===== src/ewp_pkg.sv =====
// constants for the write-protected eeprom serial slave
package ewp_pkg;
  localparam int ADDR_W = 8;
  localparam int MEM_DEPTH = 256;
  localparam logic [3:0] DEV_MEM = 4'ha;
  localparam logic [3:0] DEV_PROT = 4'h6;
  localparam logic [7:0] PROT_LIMIT = 8'h80;
  localparam logic [3:0] BITS_PER_BYTE = 4'h8;
  localparam logic PROT_RESET = 1'b0;

  typedef enum logic [3:0] {
    EWP_IDLE = 4'h0,
    EWP_DEV = 4'h1,
    EWP_ACK_DEV = 4'h3,
    EWP_WADDR = 4'h2,
    EWP_ACK_WADDR = 4'h6,
    EWP_WDATA = 4'h7,
    EWP_ACK_WDATA = 4'h5,
    EWP_RD = 4'hb,
    EWP_RD_ACK = 4'h9
  } ewp_state_e;
endpackage : ewp_pkg


===== src/ewp_line_if.sv =====
// synchronised serial line levels and events between the slave modules
`timescale 1ns/1ns
interface ewp_line_if;
  logic scl;
  logic sda;
  logic scl_rise;
  logic scl_fall;
  logic start;
  logic stop;
  modport src (output scl, output sda, output scl_rise, output scl_fall, output start, output stop);
  modport dst (input scl, input sda, input scl_rise, input scl_fall, input start, input stop);
endinterface : ewp_line_if


===== src/ewp_line_sync.sv =====
// two-flop synchroniser and edge, start and stop detection for the serial lines
`timescale 1ns/1ns
module ewp_line_sync
  import ewp_pkg::*;
(
  input wire logic core_clk,
  input wire logic rst,
  input wire logic scl_i,
  input wire logic sda_i,
  ewp_line_if.src line
);
  // ****************************************
  // state
  // ****************************************
  typedef struct packed {
    logic scl_m;
    logic sda_m;
    logic scl_q;
    logic sda_q;
    logic scl_p;
    logic sda_p;
  } ewp_sync_s;

  ewp_sync_s s;
  ewp_sync_s next_s;

  always_comb begin
    next_s = s;
    next_s.scl_m = scl_i;
    next_s.sda_m = sda_i;
    next_s.scl_q = s.scl_m;
    next_s.sda_q = s.sda_m;
    next_s.scl_p = s.scl_q;
    next_s.sda_p = s.sda_q;
  end

  always_ff @(posedge core_clk) begin
    if (rst) begin
      s <= '{default: 1'b1};
    end else begin
      s <= next_s;
    end
  end

  // ****************************************
  // events
  // ****************************************
  assign line.scl = s.scl_q;
  assign line.sda = s.sda_q;
  assign line.scl_rise = s.scl_q & ~s.scl_p;
  assign line.scl_fall = ~s.scl_q & s.scl_p;
  assign line.start = s.scl_q & s.scl_p & s.sda_p & ~s.sda_q;
  assign line.stop = s.scl_q & s.scl_p & ~s.sda_p & s.sda_q;
endmodule : ewp_line_sync


===== src/ewp_slave.sv =====
// serial eeprom slave with protect register, protect pin and read operations
`timescale 1ns/1ns
module ewp_slave
  import ewp_pkg::*;
(
  input wire logic core_clk,
  input wire logic rst,
  input wire logic scl_i,
  input wire logic sda_i,
  output logic sda_o,
  output logic sda_oe,
  input wire logic wp_i,
  input wire logic [2:0] addr_pins,
  output logic protect_state
);
  // ****************************************
  // line front end
  // ****************************************
  ewp_line_if line ();

  ewp_line_sync u_sync (
    .core_clk(core_clk),
    .rst(rst),
    .scl_i(scl_i),
    .sda_i(sda_i),
    .line(line)
  );

  // ****************************************
  // state
  // ****************************************
  typedef struct packed {
    ewp_state_e st;
    logic [3:0] bits;
    logic [7:0] sh;
    logic [7:0] tx;
    logic [ADDR_W-1:0] cnt;
    logic [ADDR_W-1:0] wa;
    logic [ADDR_W-1:0] paddr;
    logic [7:0] pdata;
    logic sel_prot;
    logic rd;
    logic mack;
    logic pend_mem;
    logic pend_prot;
    logic drv;
    logic lvl;
    logic wp_m;
    logic wp_q;
    logic [2:0] a_m;
    logic [2:0] a_q;
  } ewp_slave_s;

  ewp_slave_s s;
  ewp_slave_s next_s;

  logic [7:0] mem [MEM_DEPTH];
  logic protect = PROT_RESET;
  logic [7:0] rd_byte;
  logic mem_we;
  logic prot_we;
  logic blocked;
  logic hit_mem;
  logic hit_prot;

  assign rd_byte = mem[s.cnt];

  always_comb begin
    next_s = s;
    next_s.wp_m = wp_i;
    next_s.wp_q = s.wp_m;
    next_s.a_m = addr_pins;
    next_s.a_q = s.a_m;
    next_s.lvl = 1'b0;
    mem_we = 1'b0;
    prot_we = 1'b0;
    hit_mem = (s.sh[7:4] == DEV_MEM) && (s.sh[3:1] == s.a_q);
    hit_prot = (s.sh[7:4] == DEV_PROT) && (s.sh[3:1] == s.a_q) && !s.sh[0] && !protect;
    blocked = s.wp_q || (s.sel_prot && protect) || (!s.sel_prot && protect && (s.wa < PROT_LIMIT));
    if (line.start) begin
      next_s.st = EWP_DEV;
      next_s.bits = '0;
      next_s.drv = 1'b0;
      next_s.pend_mem = 1'b0;
      next_s.pend_prot = 1'b0;
    end else if (line.stop) begin
      next_s.st = EWP_IDLE;
      next_s.drv = 1'b0;
      next_s.pend_mem = 1'b0;
      next_s.pend_prot = 1'b0;
      mem_we = s.pend_mem && !s.wp_q;
      prot_we = s.pend_prot && !s.wp_q;
    end else begin
      unique case (s.st)
        EWP_IDLE: begin
          next_s.drv = 1'b0;
        end
        EWP_DEV, EWP_WADDR, EWP_WDATA: begin
          if (line.scl_rise) begin
            next_s.sh = {s.sh[6:0], line.sda};
            next_s.bits = s.bits + 4'h1;
          end else if (line.scl_fall && (s.bits == BITS_PER_BYTE)) begin
            next_s.bits = '0;
            if (s.st == EWP_DEV) begin
              if (hit_mem || hit_prot) begin
                next_s.drv = 1'b1;
                next_s.sel_prot = hit_prot;
                next_s.rd = s.sh[0];
                next_s.st = EWP_ACK_DEV;
              end else begin
                next_s.st = EWP_IDLE;
              end
            end else if (s.st == EWP_WADDR) begin
              next_s.drv = 1'b1;
              next_s.st = EWP_ACK_WADDR;
              if (!s.sel_prot) begin
                next_s.wa = s.sh;
                next_s.cnt = s.sh;
              end
            end else if (!blocked) begin
              next_s.drv = 1'b1;
              next_s.st = EWP_ACK_WDATA;
              next_s.pend_mem = !s.sel_prot;
              next_s.pend_prot = s.sel_prot;
              next_s.paddr = s.wa;
              next_s.pdata = s.sh;
              if (!s.sel_prot) begin
                next_s.wa = s.wa + 8'h01;
                next_s.cnt = s.wa + 8'h01;
              end
            end else begin
              next_s.st = EWP_IDLE;
            end
          end
        end
        EWP_ACK_DEV: begin
          if (line.scl_fall) begin
            next_s.bits = '0;
            if (s.rd) begin
              next_s.tx = rd_byte;
              next_s.drv = ~rd_byte[7];
              next_s.st = EWP_RD;
            end else begin
              next_s.drv = 1'b0;
              next_s.st = EWP_WADDR;
            end
          end
        end
        EWP_ACK_WADDR, EWP_ACK_WDATA: begin
          if (line.scl_fall) begin
            next_s.drv = 1'b0;
            next_s.st = EWP_WDATA;
          end
        end
        EWP_RD: begin
          if (line.scl_rise) begin
            next_s.bits = s.bits + 4'h1;
          end else if (line.scl_fall) begin
            if (s.bits == BITS_PER_BYTE) begin
              next_s.drv = 1'b0;
              next_s.st = EWP_RD_ACK;
              next_s.cnt = s.cnt + 8'h01;
            end else begin
              next_s.tx = {s.tx[6:0], 1'b0};
              next_s.drv = ~s.tx[6];
            end
          end
        end
        EWP_RD_ACK: begin
          if (line.scl_rise) begin
            next_s.mack = ~line.sda;
          end else if (line.scl_fall) begin
            next_s.bits = '0;
            if (s.mack) begin
              next_s.tx = rd_byte;
              next_s.drv = ~rd_byte[7];
              next_s.st = EWP_RD;
            end else begin
              next_s.drv = 1'b0;
              next_s.st = EWP_IDLE;
            end
          end
        end
        default: begin
          next_s.st = EWP_IDLE;
          next_s.drv = 1'b0;
        end
      endcase
    end
  end

  always_ff @(posedge core_clk) begin
    if (rst) begin
      s <= '0;
      s.st <= EWP_IDLE;
      s.wp_m <= 1'b1;
      s.wp_q <= 1'b1;
    end else begin
      s <= next_s;
    end
  end

  // ****************************************
  // array and protect storage
  // ****************************************
  // no reset: models nonvolatile cells
  always_ff @(posedge core_clk) begin
    if (mem_we) begin
      mem[s.paddr] <= s.pdata;
    end
    if (prot_we) begin
      protect <= 1'b1;
    end
    protect_state <= protect;
  end

  assign sda_o = s.lvl;
  assign sda_oe = s.drv;
endmodule : ewp_slave


===== config.mk =====
export PLATFORM = sky130hd
export DESIGN_NAME = ewp_slave
export DESIGN_NICKNAME = d
export VERILOG_FILES = /design/src/ewp_pkg.sv /design/src/ewp_line_if.sv /design/src/ewp_line_sync.sv /design/src/ewp_slave.sv
export SDC_FILE = /design/constraint.sdc
export NUM_CORES = 2
export LEC_CHECK = 0
export BUFFER_PORTS_ARGS = -buffer_cell sky130_fd_sc_hd__buf_2
export CAP_MARGIN = 0
export CORE_ASPECT_RATIO = 1.5
export CORE_MARGIN = 2
export CORE_UTILIZATION = 25
export CTS_CLUSTER_SIZE = 24
export DETAILED_ROUTE_END_ITERATION = 7
export GPL_TIMING_DRIVEN = 0
export HOLD_SLACK_MARGIN = 0.06
export SYNTH_ARGS = -nofsm -noshare
export SYNTH_HDL_FRONTEND = slang
export SYNTH_SLANG_ARGS = --single-unit

===== constraint.sdc =====
create_clock -name core_clk -period 7.9 [get_ports core_clk]
set_clock_uncertainty 0.05 [all_clocks]
set_input_delay 1.58 -clock core_clk [delete_from_list [all_inputs] [get_ports core_clk]]
set_output_delay 1.58 -clock core_clk [all_outputs]
set_load 0.01 [all_outputs]

==> results_dict.tcl <==
set metrics [dict create \
    cpPeakStageDelay_ns 1.20 \
    critPathKind "register to register" \
    dpl_cell_area_um2 90330 \
    vias_per_cell 5.273 \
    core_um2 334100 \
    crit_slowest_cell "a2111oi_0" \
    antenna_found_initial 24 \
    power_density_nw_per_um2 227.7 \
    cts_buffers 195 \
    cts_resized 0 \
    fp-row-count 260 \
    cts.htree.levels 4 \
    routabilityCongestion 1.025 \
    grtUsageMet2_pct 30.41 \
    syn_area_um2 83850 \
    ios 11 \
    grt_pass1_vias 46270 \
    slew_headroom_pct -9.949 \
    clk_path_buf_depth 4 \
    timing.final.crit_share_pct 78.29 \
    portBuffers 8 \
    status "finished, violations left" \
    ys_top_cells_by_count "edfxtp_1 (2048), mux4_2 (470), nor2_1 (358)" \
    maxCapViolCount 13 \
    grt_max_degree 97 \
    yosysSeqAreaShare_pct 75.28 \
    synth.most_common_cell "edfxtp_1" \
    grtUsageTotal_pct 19.08 \
    tns_ns 0 \
    ir_worst_vdd_uv 171.3 \
    synth_cell_types 81 \
    drt_iter0_drc 8453 \
    path_common_cell "buf_2" \
    holdWs_ns 0.3642 \
    wl_per_cell_um 36.71 \
    cp_data_required_time_ns 8.57 \
    routed_wl_mm 334.8 \
    use_met3_pct 4.924 \
    synth_top_area_share_pct 73.34 \
    holdBufCountCts 0 \
    dr.pass1.iters 7 \
    yosys.area.top_type "edfxtp_1" \
    fmax_ghz 0.1617 \
    multi_input_area_um2 19110 \
    drc 0 \
    cts.sinks 2129 \
    synth_warnings 0 \
    power.static_leakage_nw 29.24 \
    dp.cells 8750 \
    post_cts_buffers 0 \
    drv_slew 96 \
    synth-main-ff-cell "edfxtp_1" \
    fin_nets 4506 \
    fin_area_um2 96810 \
    clkTransAtPathRegs_ns 0.07 \
    yosys_register_bits 2129 \
    worstSetupStartpointType "register" \
    busiest_layer "met2" \
    worstPathCellList "buf_4, buf_6, buf_2, buf_4, buf_2, buf_2, a21oi_1, a2111oi_0, a221oi_1, o211ai_1, o32ai_1" \
    drive_above_1_share_pct 21.83 \
    synthCells 4258 \
    grt_util_met1_pct 20.84 \
    ant_nets 0 \
    ff2ff_path_depth 11 \
    r2r_setup_slack_ns 1.72 \
    dieHeight_um 713.3 \
    cp.arrival_ns 6.86 \
    hold_class "register to register" \
    crit_end "sda_oe$_SDFFE_PP0P_" \
    seqCellArea_um2 63150 \
    stdcell_count 9121 \
    synth_edf_count 2048 \
    fillers 32649 \
    clock-root-buffer "clkbuf_16" \
    post-route-min-period_ns 6.185 \
    num_vias 48097 \
    clkLatencyLatePin_ns 0.87 \
    syn_nets 4270 \
    violations "max-capacitance violations, max-slew violations" \
    avgSynthCellArea_um2 19.69 \
    cts_tree "yes" \
    die_x_um 476.9 \
    worst-path-max-fanout 10 \
    reg2reg_to "sda_oe$_SDFFE_PP0P_" \
    hold_violations 0 \
    syn_to_final_growth_pct 15.45 \
    end_kind "register" \
    rsz0062_at_grt "false" \
    hpwl_mm 224.8 \
    start_util_pct 25.10 \
    finalSetupViolCount 0 \
    tightest_slew_ns 1.643 \
    synth.area.top_cells "edfxtp_1 (73%), mux4_2 (13%), dfxtp_1 (1.9%)" \
    grt-ovfl-total 0 \
    async_flop_share_pct 0 \
    die_area_um2 340100 \
    grt_pass1_wl_mm 435.8 \
]
worst max-delay path, delay by kind of cell (launching register included):
family / cells / cell delay (ns)
AOI/OAI and AO/OA: 5 / 2.24
buffers and inverters: 6 / 3.28
DFF: 1 / 0.33
worst min-delay path by stage:
stage | startpoint | to | slack [ns] | cells after the start
5_1_grt | next_s[6]$_SDFF_PP1_ | s[6]$_SDFF_PP1_ | 0.40 | 1
6_report | u_sync.next_s[3]$_SDFF_PP1_ | u_sync.line.scl$_SDFF_PP1_ | 0.36 | 1
3_3_place_gp | next_s[6]$_SDFF_PP1_ | s[6]$_SDFF_PP1_ | 0.35 | 1
2_1_floorplan | next_s[6]$_SDFF_PP1_ | s[6]$_SDFF_PP1_ | 0.34 | 1
4_1_cts | u_sync.next_s[3]$_SDFF_PP1_ | u_sync.line.scl$_SDFF_PP1_ | 0.37 | 1
3_5_place_dp | u_sync.next_s[3]$_SDFF_PP1_ | u_sync.line.scl$_SDFF_PP1_ | 0.35 | 1
metal layers:
metal	wire length [um]	vias up
li1	-	17853
met5	33	-
met3	35580	1125
met4	37570	4
met1	107400	25400
met2	154200	3715
state kept, by name, summed over array words and instances (netlist names), named ones only:
signal,flops
mem,2048
next_s,4
s,62
sda_oe,1
u_sync.line.scl,1
u_sync.line.sda,1
u_sync.next_s,2
u_sync.s,2
kinds of logic (layout without fill, tap and decap cells):
family / Yosys count / in the layout / share of synthesized area [%]
AND/OR/NAND/NOR: 836 / 836 / 4.299
other: 2 / 24 / 0.008956
buffers and inverters: 257 / 644 / 1.961
multiplexers: 655 / 655 / 15.34
adder cells (fa/ha/maj): 5 / 5 / 0.07163
flip-flops: 2129 / 2129 / 75.28
AO/OA/AOI/OAI: 357 / 357 / 2.867
XOR/XNOR: 17 / 17 / 0.1776
cell type report:
cell class	instances	area share, %
Timing Repair Buffer	39	0.8427
Antenna cell	22	0.05687
Clock buffer	237	5.300
Buffer	247	1.723
Clock inverter	111	1.313
Multi-Input combinational cell	1872	19.74
Sequential cell	2129	65.23
Inverter	10	0.03877
Tap cell	4454	5.757
power breakdown:
group          internal (mW)  switching [mW]  leakage, nW
clock network           5.51            4.33         3.10
registers               12.2         0.00277         19.6
logic                 0.0123          0.0220         6.51
layout by cell type, fill, tap and decap left out, types with 9 or more instances in the layout:
cell type	instances
o221ai_1	27
diode_2	22
buf_2	68
or2_2	10
clkbuf_1	97
a2111oi_0	9
mux2_2	14
clkinv_1	38
clkinvlp_4	10
nand2b_1	16
clkinv_2	27
a22oi_1	26
clkbuf_16	198
o211ai_1	12
clkbuf_2	38
dfxtp_1	73
nor3_1	25
bufinv_16	27
nor2_1	356
nor2b_1	22
o21ai_0	43
buf_4	27
a31oi_1	23
buf_8	9
nand3_1	61
a211oi_1	23
mux4_2	470
mux4_1	25
buf_6	40
buf_16	22
a21oi_1	99
buf_12	14
xor2_1	10
and3_1	29
edfxtp_1	2048
nand2_1	263
mux2i_1	146
o22ai_1	29
per-stage QoR:
stage	util, %	power, mW	worst slack [ns]
4_1_cts	28.95	22.03	1.935
6_report	28.98	22.04	1.715
2_1_floorplan	-	12.44	3.597
5_1_grt	28.96	22.42	2.047
3_5_place_dp	27.04	12.45	1.974
3_3_place_gp	26.78	12.46	-0.4697
Note: power is estimated with default switching activity, not from simulation.
